`config.mk`:
```
export PLATFORM = sky130hd
export DESIGN_NAME = asr_adc_ctrl
export DESIGN_NICKNAME = d
export VERILOG_FILES = /design/src/logic/asr_adc_ctrl.v
export VERILOG_INCLUDE_DIRS = /design/src /design/src/logic
export SDC_FILE = /design/constraint.sdc
export NUM_CORES = 1
export LEC_CHECK = 0
export ABC_AREA = 1
export BUFFER_PORTS_ARGS = -buffer_cell sky130_fd_sc_hd__clkbuf_2
export CORE_ASPECT_RATIO = 1.75
export CORE_UTILIZATION = 51
export DETAILED_ROUTE_END_ITERATION = 10
export PLACE_DENSITY_LB_ADDON = 0.25
export SYNTH_ARGS = -nofsm -noshare
export SYNTH_HDL_FRONTEND = slang
export SYNTH_SLANG_ARGS = --single-unit
```
`constraint.sdc`:
```
create_clock -name i_clk_sys -period 3.6 [get_ports i_clk_sys]
set_input_delay 0.36 -clock i_clk_sys [delete_from_list [all_inputs] [get_ports i_clk_sys]]
set_output_delay 0.36 -clock i_clk_sys [all_outputs]
set_load 0.01 [all_outputs]
```
`src/logic/asr_defs.vh`:
```
// Purpose: Register map, field positions and reset values for the converter control block
// Assumes: Avalon-MM word addressing by byte address, 32-bit data, low 8 bits used, plus bit 31 on writes to offset 0 to pick main control over pin enable
// Notes: Definitions only
`ifndef ASR_DEFS_VH
`define ASR_DEFS_VH

`define ASR_ADDR_W 4
`define ASR_OFF_MAIN_CTRL 4'h0
`define ASR_OFF_STATUS_CTRL 4'h4
`define ASR_OFF_RESULT_UPPER 4'h8
`define ASR_OFF_RESULT_LOWER 4'hc
`define ASR_OFF_PIN_ENABLE 4'h0

`define ASR_BIT_DONE 7
`define ASR_BIT_IRQ_EN 6
`define ASR_BIT_CONT 5
`define ASR_SEL_HI 4
`define ASR_SEL_LO 0

`define ASR_BIT_JUSTIFY 7
`define ASR_BIT_SIGNED 6
`define ASR_BIT_EIGHT 5

`define ASR_RST_MAIN 8'h00
`define ASR_RST_SC 8'h00
`define ASR_RST_PE 8'h00
`define ASR_RST_RESULT 8'h00

`define ASR_CH_LAST_EXT 5'h07
`define ASR_CH_REF_HIGH 5'h1e
`define ASR_SRC_REF_LOW 2'h0
`define ASR_SRC_REF_HIGH 2'h1
`define ASR_SRC_PIN 2'h2

`define ASR_UNMAPPED_DATA 32'h00000000

`endif

```
`src/logic/asr_adc_ctrl.v`:
```
// Purpose: Status/control, result formatting and pin enables of a 10-bit SAR converter
// Assumes: Analog core seen as start/abort request plus done pulse with a 10-bit code
// Notes: Register reach is Avalon-MM with waitrequest, one wait state per access
//
// Local design decisions: the address map and the Avalon-MM interface to the registers.
`timescale 1ns/1ps
`default_nettype none
`include "asr_defs.vh"

module asr_adc_ctrl #(
    parameter CODE_W = 10,
    parameter PIN_N = 8
) (
    input wire i_clk_sys,
    input wire i_srst,
    // Avalon-MM slave
    input wire [`ASR_ADDR_W-1:0] i_avs_address,
    input wire i_avs_read,
    input wire i_avs_write,
    input wire [31:0] i_avs_writedata,
    input wire [3:0] i_avs_byteenable,
    output reg [31:0] o_avs_readdata,
    output reg o_avs_waitrequest,
    output reg [1:0] o_avs_response,
    // Analog core
    output reg o_core_start,
    output reg o_core_abort,
    output reg [1:0] o_core_source,
    output reg [2:0] o_core_pin,
    input wire i_core_done,
    input wire [CODE_W-1:0] i_core_code,
    // Status to the system
    output reg o_irq,
    output reg o_busy,
    output reg [PIN_N-1:0] o_pin_analog_en
);

    reg [7:0] main_ctrl_q;
    reg [7:0] status_ctrl_q;
    reg [PIN_N-1:0] pin_enable_q;
    reg [7:0] result_upper_q;
    reg [7:0] result_lower_q;
    reg busy_q;
    reg ack_q;
    reg [1:0] src_d;
    reg [7:0] up_d;
    reg [7:0] lo_d;
    reg [7:0] rdata_d;
    reg hit_d;

    wire acc = (i_avs_read | i_avs_write) & ~ack_q;
    // Effects land on the edge where the master sees waitrequest low
    wire wr = i_avs_write & ack_q & i_avs_byteenable[0];
    wire rd = i_avs_read & ack_q;
    // Main control shares offset 0 with pin enable; write data bit 31 set selects main control, clear selects pin enable
    wire wr_main = wr & (i_avs_address == `ASR_OFF_MAIN_CTRL) & i_avs_writedata[31];
    wire wr_pe = wr & (i_avs_address == `ASR_OFF_PIN_ENABLE) & ~i_avs_writedata[31];
    wire wr_sc = wr & (i_avs_address == `ASR_OFF_STATUS_CTRL);
    wire rd_res = rd & ((i_avs_address == `ASR_OFF_RESULT_UPPER) |
        (i_avs_address == `ASR_OFF_RESULT_LOWER));
    wire [4:0] sel = status_ctrl_q[`ASR_SEL_HI:`ASR_SEL_LO];
    wire [4:0] sel_new = i_avs_writedata[`ASR_SEL_HI:`ASR_SEL_LO];
    wire fin = busy_q & i_core_done;

    // Source chosen from the selection code and pin enables
    function [1:0] pick_src;
        input [4:0] code;
        input [PIN_N-1:0] pe;
        begin
            if (code <= `ASR_CH_LAST_EXT) begin
                pick_src = pe[code[2:0]] ? `ASR_SRC_PIN : `ASR_SRC_REF_LOW;
            end else if (code == `ASR_CH_REF_HIGH) begin
                pick_src = `ASR_SRC_REF_HIGH;
            end else begin
                pick_src = `ASR_SRC_REF_LOW;
            end
        end
    endfunction

    always @* begin
        src_d = pick_src(sel_new, pin_enable_q);
    end

    // Result formatting
    always @* begin
        up_d = 8'h00;
        lo_d = 8'h00;
        if (main_ctrl_q[`ASR_BIT_EIGHT]) begin
            up_d = i_core_code[9:2];
        end else if (main_ctrl_q[`ASR_BIT_JUSTIFY]) begin
            up_d = {6'h00, i_core_code[9:8]};
            lo_d = i_core_code[7:0];
        end else begin
            up_d = i_core_code[9:2];
            lo_d = {i_core_code[1:0], 6'h00};
        end
        // Signed only when left justified
        if (!main_ctrl_q[`ASR_BIT_JUSTIFY]) begin
            if (main_ctrl_q[`ASR_BIT_SIGNED]) begin
                up_d[7] = ~up_d[7];
            end
        end
    end

    always @* begin
        hit_d = 1'b1;
        case (i_avs_address)
            `ASR_OFF_PIN_ENABLE: rdata_d = pin_enable_q;
            `ASR_OFF_STATUS_CTRL: rdata_d = status_ctrl_q;
            `ASR_OFF_RESULT_UPPER: rdata_d = result_upper_q;
            `ASR_OFF_RESULT_LOWER: rdata_d = result_lower_q;
            default: begin
                rdata_d = 8'h00;
                hit_d = 1'b0;
            end
        endcase
    end

    always @(posedge i_clk_sys) begin
        if (i_srst) begin
            main_ctrl_q <= `ASR_RST_MAIN;
            status_ctrl_q <= `ASR_RST_SC;
            pin_enable_q <= `ASR_RST_PE;
            result_upper_q <= `ASR_RST_RESULT;
            result_lower_q <= `ASR_RST_RESULT;
            busy_q <= 1'b0;
            ack_q <= 1'b0;
            o_avs_readdata <= `ASR_UNMAPPED_DATA;
            o_avs_waitrequest <= 1'b1;
            o_avs_response <= 2'b00;
            o_core_start <= 1'b0;
            o_core_abort <= 1'b0;
            o_core_source <= `ASR_SRC_REF_LOW;
            o_core_pin <= 3'h0;
            o_irq <= 1'b0;
            o_busy <= 1'b0;
            o_pin_analog_en <= `ASR_RST_PE;
        end else begin
            ack_q <= acc;
            o_avs_waitrequest <= ~acc;
            o_avs_readdata <= {24'h000000, rdata_d};
            o_avs_response <= hit_d ? 2'b00 : 2'b10;
            o_core_start <= 1'b0;
            o_core_abort <= 1'b0;
            if (fin) begin
                result_upper_q <= up_d;
                result_lower_q <= lo_d;
                status_ctrl_q[`ASR_BIT_DONE] <= 1'b1;
                if (status_ctrl_q[`ASR_BIT_CONT]) begin
                    o_core_start <= 1'b1;
                    o_core_source <= pick_src(sel, pin_enable_q);
                    o_core_pin <= sel[2:0];
                end else begin
                    busy_q <= 1'b0;
                end
            end else if (rd_res) begin
                status_ctrl_q[`ASR_BIT_DONE] <= 1'b0;
            end
            if (wr_sc) begin
                // Bit 7 is read-only; a write clears it and restarts
                status_ctrl_q <= {1'b0, i_avs_writedata[6:0]};
                busy_q <= 1'b1;
                o_core_abort <= busy_q;
                o_core_start <= 1'b1;
                o_core_source <= src_d;
                o_core_pin <= sel_new[2:0];
            end else if (wr_main || wr_pe) begin
                busy_q <= 1'b0;
                o_core_abort <= busy_q;
                o_core_start <= 1'b0;
            end
            if (wr_main) begin
                main_ctrl_q <= i_avs_writedata[7:0];
            end
            if (wr_pe) begin
                pin_enable_q <= i_avs_writedata[PIN_N-1:0];
                o_pin_analog_en <= i_avs_writedata[PIN_N-1:0];
            end
            // Results ignore writes entirely
            o_irq <= status_ctrl_q[`ASR_BIT_IRQ_EN] & status_ctrl_q[`ASR_BIT_DONE];
            o_busy <= busy_q;
        end
    end

endmodule // asr_adc_ctrl
`default_nettype wire

```
==> results of run 1 <==
## registers in the layout (all words and copies together) (netlist names), 2 cells and up
signal and flops:
result_upper_q 8, status_ctrl_q 8, pin_enable_q 8, main_ctrl_q 3, o_core_pin 3, result_lower_q 8
o_avs_readdata 8, o_core_source 2
## cells by family after synthesis
kind of cell / Yosys count / synth area share
buffers and inverters: 83 / 0.161
other: 1 / 0.00145
AOI/OAI and AO/OA: 82 / 0.177
DFF: 56 / 0.432
and+or+nand+nor: 130 / 0.229
## power breakdown
group          switching (mW)  internal, mW  total, mW
registers             0.00179         0.623      0.625
clock network           0.201         0.207      0.408
logic                  0.0556        0.0238     0.0794
## placed cells by master, fill, tap and decap left out, types with 2 or more instances in the layout
cell type and count:
sky130_fd_sc_hd__o21ai_0 22, sky130_fd_sc_hd__a211oi_1 2, sky130_fd_sc_hd__nor3_1 4, sky130_fd_sc_hd__a22oi_1 2
sky130_fd_sc_hd__dfxtp_1 56, sky130_fd_sc_hd__a21oi_1 32, sky130_fd_sc_hd__nand4_1 3, sky130_fd_sc_hd__o22ai_1 16
sky130_fd_sc_hd__inv_1 46, sky130_fd_sc_hd__o21ai_1 2, sky130_fd_sc_hd__clkbuf_2 55, sky130_fd_sc_hd__a31oi_1 2
sky130_fd_sc_hd__nand2_1 59, sky130_fd_sc_hd__nand3b_1 2, sky130_fd_sc_hd__conb_1 25, sky130_fd_sc_hd__nor2_1 34
sky130_fd_sc_hd__nand3_1 18, sky130_fd_sc_hd__nor2_2 2, sky130_fd_sc_hd__o21ai_2 3, sky130_fd_sc_hd__clkbuf_8 5
## worst max-delay path by stage
stage / startpoint / end / slack [ns] / cells past startpoint
after floorplan: i_avs_address[1] / pin_enable_q[6]$_SDFFE_PP0P_ / 2.35 / 7
after global placement: i_core_done / result_upper_q[2]$_SDFFE_PP0P_ / 1.54 / 6
after CTS: busy_q$_SDFFE_PP0P_ / result_upper_q[2]$_SDFFE_PP0P_ / 1.53 / 5
after detailed placement: i_core_done / result_upper_q[2]$_SDFFE_PP0P_ / 1.40 / 6
after global routing: busy_q$_SDFFE_PP0P_ / result_upper_q[2]$_SDFFE_PP0P_ / 1.42 / 5
final: busy_q$_SDFFE_PP0P_ / result_upper_q[2]$_SDFFE_PP0P_ / 1.61 / 5
## layer usage
metal	GRT usage	up-vias	wire length, um
met5	0	-	0
met4	0.130	0	185
met3	0.0349	12	213
met2	0.418	73	3050
met1	0.232	1090	2270
li1	-	1203	-
## critical path, delay by kind of cell (launching register included)
family | cells | cell delay, ns
simple gates | 2 | 0.64
buf+inv | 2 | 0.51
compound gates | 1 | 0.39
flops | 1 | 0.32
## cell type report
| class | count | share of cell area |
|---|---|---|
| multi-input combinational | 237 | 0.394 |
| sequential | 56 | 0.386 |
| timing repair buffer | 56 | 0.0973 |
| inverter | 48 | 0.0620 |
| clock buffer | 6 | 0.0250 |
| tap | 54 | 0.0233 |
| clock inverter | 2 | 0.0121 |
==> results.txt, run 1 <==
----------------------------------------------------
[Clock network]
  Worst-skew pair later-pin latency ... 0.31 ns
  H-Tree Depth ... 2
  Post-CTS Resized ... 0
  Num Clock Sinks ... 56
  Maximum buffer depth of the clock tree ... 2
  Clock tree from TritonCTS ... done
  Root buf cell ... sky130_fd_sc_hd__clkbuf_8
  Hold Buf Count CTS ... 0
  Number of CTS-inserted buffers ... 5
  Number of setup buffers added after CTS ... 0
  CTS clk-pin slew, worst paths ... 0.09 ns

[Logic synthesis]
  List of most frequent post-synthesis cells ... sky130_fd_sc_hd__nand2_1 (59), sky130_fd_sc_hd__dfxtp_1 (56), sky130_fd_sc_hd__inv_1 (46)
  Gate Count Post-Synth ... 352
  Mean post-synth cell area ... between 7 and 8 sq um
  Number of enable flip-flop cells after synthesis ... 0
  Post-synth top area share ... 0.432
  Proportion of synthesized flip-flops having asynchronous set or reset ... 0
  Warnings from Yosys ... 0
  Part of the Yosys area used for sequential elements ... 0.432
  Post-synthesis cell type with the largest combined area ... sky130_fd_sc_hd__dfxtp_1
  Top cells by area, synth ... sky130_fd_sc_hd__dfxtp_1 (43%), sky130_fd_sc_hd__nand2_1 (8.5%), sky130_fd_sc_hd__buf_4 (7.2%), sky130_fd_sc_hd__inv_1 (6.7%), sky130_fd_sc_hd__a21oi_1 (6.2%)
  Most instantiated library cell after synthesis ... sky130_fd_sc_hd__nand2_1
  Syn Std Cell Area ... 0.00259 sq mm
  Main flop type after synthesis ... sky130_fd_sc_hd__dfxtp_1
  Distinct cells, synth ... 33
  Count of state elements after synthesis ... 56

[Worst setup path]
  Critical path data arrival time ... 2.18 ns
  Slowest stage delay, CP ... 0.51 ns
  Endpoint required time on the critical path ... 3.78 ns
  Worst Setup Path Type ... flip-flop to flip-flop
  Reg2Reg Launch Point ... busy_q$_SDFFE_PP0P_
  Reg-to-Reg End ... result_upper_q[2]$_SDFFE_PP0P_
  Worst reg2reg setup slack ... between 1.5 and 2 ns
  Cell repeated most along the worst path ... sky130_fd_sc_hd__nand2_1
  Worst setup EP type ... flip-flop
  Startpoint class of the critical path ... flip-flop
  Critical path's slowest cell ... sky130_fd_sc_hd__nand2_1
  Count of cells along the worst register-to-register path ... 5
  Maximum net fanout on the critical path ... 21
  Cells traversed along the worst timing path ... nand2_1 -> inv_1 -> nand2_1 -> clkinv_1 -> a2111oi_0

[GRT]
  Number of antenna violations at the first check in global routing ... 0
  Via count of the first global-routing pass ... 2,051
  First-pass GRT wire length ... 9.23 mm
  GRT Residual Overflow ... 0
  Global-route total usage across every layer ... 0.222
  Pin count of the biggest net entering global routing ... 35

[Drt]
  Total Routed Length ... about 5.7 mm
  Average wire per cell in the routed design ... 12.5 um
  Detailed Routing Iterations Pass 1 ... 7
  Remaining design rule violation count ... 1
  Average vias per placed instance ... 5.18
  Via total after detailed routing ... 2,378
  Detail Route Antenna Nets ... 0
  Initial DRC Count ... 89

[Layout]
  Area taken by flip-flops and latches ... 0.00112 sq mm
  Share of cells above drive strength 1 ... 0.188
  Utilization after layout ... 0.589
  Area grow syn2layout ... 12.0%
  Diodes inserted ... 0
  Final std cells w/o fill ... around 460
  Count of fill cells added during filler insertion ... 481
  Final nets ... 459
  Design area ... between 0.002 and 0.003 sq mm
  Area of the multi-input gates ... around 0.0011 sq mm

[Timing]
  Shortest clock period the worst path allows after layout ... about 2.0 ns
  Worst Max-Slew Pin Slew ... 0.688 ns
  Highest Clock Rate ... 502 MHz
  Final hold violation count ... 0
  Setup ws final ... 1.61 ns
  Max-slew violation total from the final report ... 0
  Setup repair after global routing missed its margin ... false
  Aggregate negative setup slack ... 0 ns
  Relative slew margins ... 0.540
  Worst hold slack across all endpoints ... 0.286 ns
  Finish-stage setup viols ... 0
  Worst Skew ... 0.00444 ns
  Post-route fraction of the period consumed by the critical path ... 0.554

[Floorplan]
  Die Ht ... a little under 100 um
  Area of the die ... 0.00539 sq mm
  I/O pin total ... 107
  Horiz. Die Dim ... 55.9 um
  CORE AREA ... 0.00493 sq mm
  Starting utilization of the core area ... 0.526
  Cell row count ... 34

[Min path]
  Min-Delay Endpoint ... result_upper_q[6]$_SDFFE_PP0P_
  Hold path startpoint ... i_core_code[8]
  Worst hold path cell count ... 3
  Worst hold path type ... input port to flip-flop

[Outcome]
  Run status ... finished, violations left
  Violations in the final reports ... design-rule violations

[Placement]
  Gpl congestion ... 0.876
  Post-detailed-placement half-perimeter wirelength ... 4.29 mm
  Cell count after placement ... about 450
  Setup slack after placement ... 1.40 ns
  Port Buffer Count ... 55
  Cell Area, Placed ... ~0.0028 sq mm

[Power]
  Final Power ... 1.11 mW
  Pleak ... roughly 1.2 nW
  Worst ir drop on vdd ... 339 uV
  Power density relative to cell area ... 383 mW/mm^2

[Flow run]
  Number of violations of the max-capacitance limit ... 0

----------------------------------------------------
(Power assumes the default switching activity.)
==> inputs of run 2 (changes only) <==
--- a/config.mk
+++ b/config.mk
@@ -9,7 +9,7 @@
 export ABC_AREA = 1
 export BUFFER_PORTS_ARGS = -buffer_cell sky130_fd_sc_hd__clkbuf_2
 export CORE_ASPECT_RATIO = 1.75
-export CORE_UTILIZATION = 51
+export CORE_UTILIZATION = 43
 export DETAILED_ROUTE_END_ITERATION = 10
 export PLACE_DENSITY_LB_ADDON = 0.25
 export SYNTH_ARGS = -nofsm -noshare
==> constraint.sdc (replaced) <==
create_clock -name i_clk_sys -period 1.7 [get_ports i_clk_sys]
set_input_delay 0.17 -clock i_clk_sys [delete_from_list [all_inputs] [get_ports i_clk_sys]]
set_output_delay 0.17 -clock i_clk_sys [all_outputs]
set_load 0.01 [all_outputs]
==> results.txt, run 2 (same netlist as run 1, synthesis figures left out) <==
----------------------------------------------------
[Placement]
  Port Buffer Count ... 55 (unchanged)
  Setup slack after placement ... 0.292 ns (was 1.40 ns)
  Gpl congestion ... 0.884 (was 0.876)
  Cell count after placement ... 477 (was 451)
  Post-detailed-placement half-perimeter wirelength ... 4.57 mm (was 4.29 mm)

[Clock network]
  Post-CTS Resized ... 0 (unchanged)
  Maximum buffer depth of the clock tree ... 2 (unchanged)
  Clock tree from TritonCTS ... done (unchanged)
  Number of setup buffers added after CTS ... 0 (unchanged)
  Hold Buf Count CTS ... 0 (unchanged)
  Number of CTS-inserted buffers ... 5 (unchanged)
  CTS clk-pin slew, worst paths ... 0.10 ns (was 0.09 ns)
  Root buf cell ... sky130_fd_sc_hd__clkbuf_8 (unchanged)
  Worst-skew pair later-pin latency ... 0.32 ns (was 0.31 ns)
  H-Tree Depth ... 2 (unchanged)
  Num Clock Sinks ... 56 (unchanged)

[Timing]
  Worst hold slack across all endpoints ... 0.0811 ns (was 0.286 ns)
  Finish-stage setup viols ... 0 (unchanged)
  Worst Max-Slew Pin Slew ... 0.693 ns (was 0.688 ns)
  Aggregate negative setup slack ... 0 ns (unchanged)
  Worst Skew ... 0.0125 ns (was 0.00444 ns)
  Max-slew violation total from the final report ... 0 (unchanged)
  Highest Clock Rate ... 678 MHz (was 502 MHz)
  Post-route fraction of the period consumed by the critical path ... 0.867 (was 0.554)
  Setup ws final ... 0.226 ns (was 1.61 ns)
  Shortest clock period the worst path allows after layout ... 1.47 ns (was 1.99 ns)
  Setup repair after global routing missed its margin ... false (unchanged)
  Final hold violation count ... 0 (unchanged)
  Relative slew margins ... 0.537 (was 0.540)

[Worst setup path]
  Worst setup EP type ... flip-flop (unchanged)
  Worst Setup Path Type ... flip-flop to flip-flop (unchanged)
  Maximum net fanout on the critical path ... 15 (was 21)
  Cells traversed along the worst timing path ... inv_1 -> nor2_1 -> nand3_2 -> o21ai_2 -> o21ai_0 -> a21oi_1 (was nand2_1 -> inv_1 -> nand2_1 -> clkinv_1 -> a2111oi_0)
  Startpoint class of the critical path ... flip-flop (unchanged)
  Endpoint required time on the critical path ... 1.95 ns (was 3.78 ns)
  Critical path data arrival time ... 1.72 ns (was 2.18 ns)
  Critical path's slowest cell ... sky130_fd_sc_hd__dfxtp_1 (was sky130_fd_sc_hd__nand2_1)
  Top delay family on crit path ... compound AO/OA/AOI/OAI gates (was simple AND/OR/NAND/NOR gates)
  Total buffers and inverters traversed by the critical path ... 1 (was 2)
  Slowest stage delay, CP ... 0.37 ns (was 0.51 ns)

[Drt]
  Detail Route Antenna Nets ... 0 (unchanged)
  Average vias per placed instance ... 4.93 (was 5.18)
  Via total after detailed routing ... 2,390 (was 2,378)
  Detailed Routing Iterations Pass 1 ... 4 (was 7)
  Average wire per cell in the routed design ... 12.7 um (was 12.5 um)
  Initial DRC Count ... 104 (was 89)
  Remaining design rule violation count ... 0 (was 1)
  Total Routed Length ... 6.14 mm (was 5.72 mm)

[Floorplan]
  CORE AREA ... 0.00583 sq mm (was 0.00493 sq mm)
  I/O pin total ... 107 (unchanged)
  Area of the die ... 0.00636 sq mm (was 0.00539 sq mm)
  Cell row count ... 37 (was 34)
  Die Ht ... 105 um (was 96.3 um)
  Horiz. Die Dim ... 60.7 um (was 55.9 um)
  Starting utilization of the core area ... 0.445 (was 0.526)

[Outcome]
  Run status ... finished, final reports clean (was finished, violations left)

[GRT]
  First-pass GRT wire length ... 9.73 mm (was 9.23 mm)
  Via count of the first global-routing pass ... 2,150 (was 2,051)
  Global-route total usage across every layer ... 0.206 (was 0.222)
  Pin count of the biggest net entering global routing ... 35 (unchanged)
  Number of antenna violations at the first check in global routing ... 0 (unchanged)
  GRT Residual Overflow ... 0 (unchanged)

[Layout]
  Leading cell types in the layout, fill and taps excluded ... sky130_fd_sc_hd__nand2_1 (59), sky130_fd_sc_hd__dfxtp_1 (56), sky130_fd_sc_hd__clkbuf_2 (55) (unchanged)
  Final nets ... 461 (was 459)
  Area grow syn2layout ... 13.7% (was 12.0%)
  Diodes inserted ... 0 (unchanged)
  Final std cells w/o fill ... 485 (was 459)
  Most common cell after layout, fill and taps aside ... sky130_fd_sc_hd__nand2_1 (unchanged)
  Share of cells above drive strength 1 ... 0.192 (was 0.188)

[Power]
  Pleak ... 1.24 nW (was 1.23 nW)
  Final Power ... 2.37 mW (was 1.11 mW)
  Worst ir drop on vdd ... 557 uV (was 339 uV)
  Power density relative to cell area ... 804 mW/mm^2 (was 383 mW/mm^2)

[Flow run]
  Number of violations of the max-capacitance limit ... 0 (unchanged)

[Min path]
  Worst hold path type ... input port to flip-flop (unchanged)

----------------------------------------------------
[run 2: changes by cell type in the layout (fill, tap and decap cells not counted), sizes merged]
cell  delta
buf      +2
[run 2: worst reg2reg max path, cell delays in order (launching register included)]
cell                      delay, ns
sky130_fd_sc_hd__dfxtp_1       0.37
sky130_fd_sc_hd__inv_1         0.06
sky130_fd_sc_hd__nor2_1        0.14
sky130_fd_sc_hd__nand3_2       0.27
sky130_fd_sc_hd__o21ai_2       0.27
sky130_fd_sc_hd__o21ai_0       0.13
sky130_fd_sc_hd__a21oi_1       0.18
[run 2: final cells by class]
| type | instances | area, sq um |
|---|---|---|
| clock buffers | 6 | 72.6 |
| clock inverters | 2 | 35.0 |
| fillers | 640 | 2880 |
| inverters | 48 | 180 |
| multi-input cells | 237 | 1150 |
| flip-flops and latches | 56 | 1120 |
| well taps | 78 | 97.6 |
| repair buffers | 58 | 298 |
[run 2: report_power, final]
| group | leakage [nW] | total, mW | switching (mW) | internal, mW |
|---|---|---|---|---|
| logic | 0.734 | 0.170 | 0.119 | 0.0506 |
| registers | 0.452 | 1.32 | 0.00431 | 1.32 |
| clock network | 0.0552 | 0.878 | 0.440 | 0.438 |
| total | 1.24 | 2.37 | 0.563 | 1.81 |
[run 2: worst paths after layout]
| check | start | to | slack (ns) | cells after the start |
|---|---|---|---|---|
| setup / recovery | ack_q$_SDFF_PP0_ | o_core_pin[2]$_SDFFE_PP0P_ | 0.23 | 6 |
| hold / removal | i_core_code[6] | result_upper_q[4]$_SDFFE_PP0P_ | 0.08 | 3 |
| setup reg to reg | ack_q$_SDFF_PP0_ | o_core_pin[2]$_SDFFE_PP0P_ | 0.23 | 6 |
| hold reg to reg | result_lower_q[6]$_SDFFE_PP0P_ | result_lower_q[6]$_SDFFE_PP0P_ | 0.47 | 2 |
[run 2: stage by stage]
stage | instance area (sq um) | util
global placement | 2840 | 0.487
global route | 2950 | 0.506
CTS | 2950 | 0.506
detailed placement | 2840 | 0.487
finish | 2950 | 0.506
floorplan | 2680 | -
[run 2: metal layers]
| layer | share of wire | up-vias | GRT usage | wire (um) |
|---|---|---|---|---|
| met4 | 0.021 | 0 | 0.0844 | 129 |
| met2 | 0.53 | 82 | 0.361 | 3270 |
| li1 | - | 1202 | - | - |
| met3 | 0.045 | 10 | 0.0433 | 274 |
| met5 | 0 | - | 0 | 0 |
| met1 | 0.40 | 1096 | 0.230 | 2460 |
==> inputs of run 3 (changes only) <==
--- a/config.mk
+++ b/config.mk
@@ -6,7 +6,6 @@
 export SDC_FILE = /design/constraint.sdc
 export NUM_CORES = 1
 export LEC_CHECK = 0
-export ABC_AREA = 1
 export BUFFER_PORTS_ARGS = -buffer_cell sky130_fd_sc_hd__clkbuf_2
 export CORE_ASPECT_RATIO = 1.75
 export CORE_UTILIZATION = 43
==> results.txt, run 3 <==
----------------------------------------------------
[Outcome]
  Run status ... finished, final reports clean (unchanged)

[Layout]
  Utilization after layout ... 0.533 (was 0.506)
  Diodes inserted ... 0 (unchanged)
  Leading cell types in the layout, fill and taps excluded ... sky130_fd_sc_hd__dfxtp_1 (56), sky130_fd_sc_hd__clkbuf_2 (55), sky130_fd_sc_hd__nor2_1 (54) (was sky130_fd_sc_hd__nand2_1 (59), sky130_fd_sc_hd__dfxtp_1 (56), sky130_fd_sc_hd__clkbuf_2 (55))
  Most common cell after layout, fill and taps aside ... sky130_fd_sc_hd__dfxtp_1 (was sky130_fd_sc_hd__nand2_1)
  Share of cells above drive strength 1 ... 0.273 (was 0.192)
  Final nets ... 384 (was 461)
  Count of fill cells added during filler insertion ... 563 (was 640)
  Design area ... 0.00302 sq mm (was 0.00295 sq mm)
  Area grow syn2layout ... 17.8% (was 13.7%)

[Logic synthesis]
  Number of enable flip-flop cells after synthesis ... 0 (unchanged)
  List of most frequent post-synthesis cells ... sky130_fd_sc_hd__dfxtp_1 (56), sky130_fd_sc_hd__nor2_1 (54), sky130_fd_sc_hd__mux2i_1 (28) (was sky130_fd_sc_hd__nand2_1 (59), sky130_fd_sc_hd__dfxtp_1 (56), sky130_fd_sc_hd__inv_1 (46))
  Syn Std Cell Area ... 0.00257 sq mm (was 0.00259 sq mm)
  Proportion of synthesized flip-flops having asynchronous set or reset ... 0 (unchanged)
  Mean post-synth cell area ... 9.62 sq um (was 7.37 sq um)
  Warnings from Yosys ... 0 (unchanged)
  Distinct cells, synth ... 37 (was 33)
  Count of state elements after synthesis ... 56 (unchanged)
  Post-synth top area share ... 0.437 (was 0.432)
  Main flop type after synthesis ... sky130_fd_sc_hd__dfxtp_1 (unchanged)
  Gate Count Post-Synth ... 267 (was 352)
  Part of the Yosys area used for sequential elements ... 0.437 (was 0.432)
  Top cells by area, synth ... sky130_fd_sc_hd__dfxtp_1 (44%), sky130_fd_sc_hd__mux2i_1 (11%), sky130_fd_sc_hd__nor2_1 (7.9%), sky130_fd_sc_hd__buf_4 (7.3%), sky130_fd_sc_hd__mux4_2 (4.4%) (was sky130_fd_sc_hd__dfxtp_1 (43%), sky130_fd_sc_hd__nand2_1 (8.5%), sky130_fd_sc_hd__buf_4 (7.2%), sky130_fd_sc_hd__inv_1 (6.7%), sky130_fd_sc_hd__a21oi_1 (6.2%))
  Most instantiated library cell after synthesis ... sky130_fd_sc_hd__dfxtp_1 (was sky130_fd_sc_hd__nand2_1)
  Post-synthesis cell type with the largest combined area ... sky130_fd_sc_hd__dfxtp_1 (unchanged)

[Clock network]
  Clock tree from TritonCTS ... done (unchanged)
  H-Tree Depth ... 2 (unchanged)
  Worst-skew pair later-pin latency ... 0.31 ns (was 0.32 ns)
  Maximum buffer depth of the clock tree ... 2 (unchanged)
  Post-CTS Resized ... 0 (unchanged)
  Root buf cell ... sky130_fd_sc_hd__clkbuf_8 (unchanged)
  Num Clock Sinks ... 56 (unchanged)
  Number of setup buffers added after CTS ... 0 (unchanged)
  Number of CTS-inserted buffers ... 5 (unchanged)
  Hold Buf Count CTS ... 0 (unchanged)
  CTS clk-pin slew, worst paths ... 0.09 ns (was 0.10 ns)

[Timing]
  Shortest clock period the worst path allows after layout ... 1.64 ns (was 1.47 ns)
  Worst Skew ... 0.00664 ns (was 0.0125 ns)
  Post-route fraction of the period consumed by the critical path ... 0.965 (was 0.867)
  Final hold violation count ... 0 (unchanged)
  Highest Clock Rate ... 609 MHz (was 678 MHz)
  Setup repair after global routing missed its margin ... false (unchanged)
  Max-slew violation total from the final report ... 0 (unchanged)
  Aggregate negative setup slack ... 0 ns (unchanged)
  Setup ws final ... 0.0593 ns (was 0.226 ns)
  Finish-stage setup viols ... 0 (unchanged)

[Min path]
  Worst hold path cell count ... 2 (was 3)
  Worst hold path type ... input port to flip-flop (unchanged)
  Hold path startpoint ... i_avs_read (was i_core_code[6])
  Min-Delay Endpoint ... o_avs_waitrequest$_SDFF_PP1_ (was result_upper_q[4]$_SDFFE_PP0P_)

[GRT]
  Global-route total usage across every layer ... 0.195 (was 0.206)
  First-pass GRT wire length ... 9.15 mm (was 9.73 mm)
  GRT Residual Overflow ... 0 (unchanged)
  Number of antenna violations at the first check in global routing ... 0 (unchanged)
  Pin count of the biggest net entering global routing ... 47 (was 35)
  Via count of the first global-routing pass ... 1,836 (was 2,150)

[Worst setup path]
  Reg-to-Reg End ... o_core_source[1]$_SDFFE_PP0P_ (was o_core_pin[2]$_SDFFE_PP0P_)
  Maximum net fanout on the critical path ... 5 (was 15)
  Count of cells along the worst register-to-register path ... 4 (was 6)
  Endpoint required time on the critical path ... 1.92 ns (was 1.95 ns)
  Worst Setup Path Type ... flip-flop to flip-flop (unchanged)
  Worst reg2reg setup slack ... 0.06 ns (was 0.23 ns)
  Critical path data arrival time ... 1.86 ns (was 1.72 ns)
  Reg2Reg Launch Point ... status_ctrl_q[0]$_SDFFE_PP0P_ (was ack_q$_SDFF_PP0_)
  Worst setup EP type ... flip-flop (unchanged)
  Startpoint class of the critical path ... flip-flop (unchanged)

[Placement]
  Port Buffer Count ... 55 (unchanged)
  Post-detailed-placement half-perimeter wirelength ... 4.48 mm (was 4.57 mm)
  Gpl congestion ... 0.833 (was 0.884)
  Cell Area, Placed ... 0.00290 sq mm (was 0.00284 sq mm)
  Setup slack after placement ... 0.0783 ns (was 0.292 ns)

[Power]
  Pleak ... 1.27 nW (was 1.24 nW)
  Final Power ... 2.42 mW (was 2.37 mW)
  Net switching power ... 524 uW (was 563 uW)
  Portion of total power attributed to sequential cells ... 0.547 (was 0.558)
  Power density relative to cell area ... 799 mW/mm^2 (was 804 mW/mm^2)
  Worst ir drop on vdd ... 527 uV (was 557 uV)
  Switching power share of the total ... 0.217 (was 0.238)
  Portion of total power attributed to the clock network ... 0.386 (was 0.370)
  Share of power burned in combinational logic ... 0.067 (was 0.072)
  Internal Power ... 1.89 mW (was 1.81 mW)

[Drt]
  Total Routed Length ... 5.79 mm (was 6.14 mm)
  Average wire per cell in the routed design ... 14.3 um (was 12.7 um)
  Detailed Routing Iterations Pass 1 ... 5 (was 4)
  Remaining design rule violation count ... 0 (unchanged)
  Average vias per placed instance ... 5.00 (was 4.93)
  Detail Route Antenna Nets ... 0 (unchanged)
  Via total after detailed routing ... 2,028 (was 2,390)
  Initial DRC Count ... 80 (was 104)

[Floorplan]
  Die Ht ... 104 um (was 105 um)
  Cell row count ... 36 (was 37)
  Horiz. Die Dim ... 60.4 um (was 60.7 um)
  Starting utilization of the core area ... 0.452 (was 0.445)
  CORE AREA ... 0.00568 sq mm (was 0.00583 sq mm)
  I/O pin total ... 107 (unchanged)
  Area of the die ... 0.00630 sq mm (was 0.00636 sq mm)

[Flow run]
  Number of violations of the max-capacitance limit ... 0 (unchanged)

----------------------------------------------------
==> run 3: area by class of cell <==
type / count / area [sq um] / area share
Inverter: 1 / 3.75 / 0.00124
Tap cell: 76 / 95.1 / 0.0314
Clock inverter: 1 / 30.0 / 0.00993
Sequential cell: 56 / 1120 / 0.371
Clock buffer: 7 / 96.3 / 0.0319
Timing Repair Buffer: 74 / 430 / 0.142
Multi-Input combinational cell: 191 / 1250 / 0.412
==> run 3: stage by stage <==
stage,std cells,hold slack (ns)
2_1_floorplan,291,0.295
3_3_place_gp,398,0.426
3_5_place_dp,398,0.427
4_1_cts,406,0.0961
5_1_grt,406,0.102
6_report,406,0.104
==> run 3: power groups by stage <==
stage               clock network (mW)  registers, mW  logic (mW)
floorplan                            0           1.35       0.131
global placement                     0           1.35       0.162
detailed placement                   0           1.35       0.163
CTS                              0.957           1.32       0.163
global route                      1.02           1.32       0.179
finish                           0.932           1.32       0.163
==> run 3: worst max-delay path, cell delays in order (launching register included) <==
cell,delay [ns]
sky130_fd_sc_hd__dfxtp_1,0.38
sky130_fd_sc_hd__mux4_1,0.37
sky130_fd_sc_hd__mux2i_1,0.07
sky130_fd_sc_hd__or4_1,0.51
sky130_fd_sc_hd__a311oi_1,0.22
==> run 3: cells by family after synthesis <==
kind of cell           after synthesis  share of synthesized area
buffers and inverters               44                      0.115
other                                1                    0.00146
AND/OR/NAND/NOR                     94                      0.174
XOR/XNOR                             1                    0.00341
AO/OA/AOI/OAI                       36                     0.0955
flip-flops                          56                      0.437
multiplexers                        35                      0.173
==> run 3: how the worst max path moves through the flow <==
stage	start	to	slack [ns]	depth (start not counted)
detailed placement	status_ctrl_q[0]$_SDFFE_PP0P_	o_core_source[1]$_SDFFE_PP0P_	0.08	4
global route	status_ctrl_q[0]$_SDFFE_PP0P_	o_core_source[1]$_SDFFE_PP0P_	0.004	4
finish	status_ctrl_q[0]$_SDFFE_PP0P_	o_core_source[1]$_SDFFE_PP0P_	0.06	4
global placement	status_ctrl_q[0]$_SDFFE_PP0P_	o_core_source[1]$_SDFFE_PP0P_	0.10	4
floorplan	i_avs_address[2]	o_core_pin[2]$_SDFFE_PP0P_	0.19	7
CTS	status_ctrl_q[0]$_SDFFE_PP0P_	o_core_source[1]$_SDFFE_PP0P_	0.06	4
==> run 3: metal layers <==
layer,up-vias,share of wire,GRT usage
li1,1008,-,-
met3,11,0.036,0.0348
met5,-,0,0
met1,943,0.40,0.221
met2,66,0.54,0.338
met4,0,0.031,0.0860
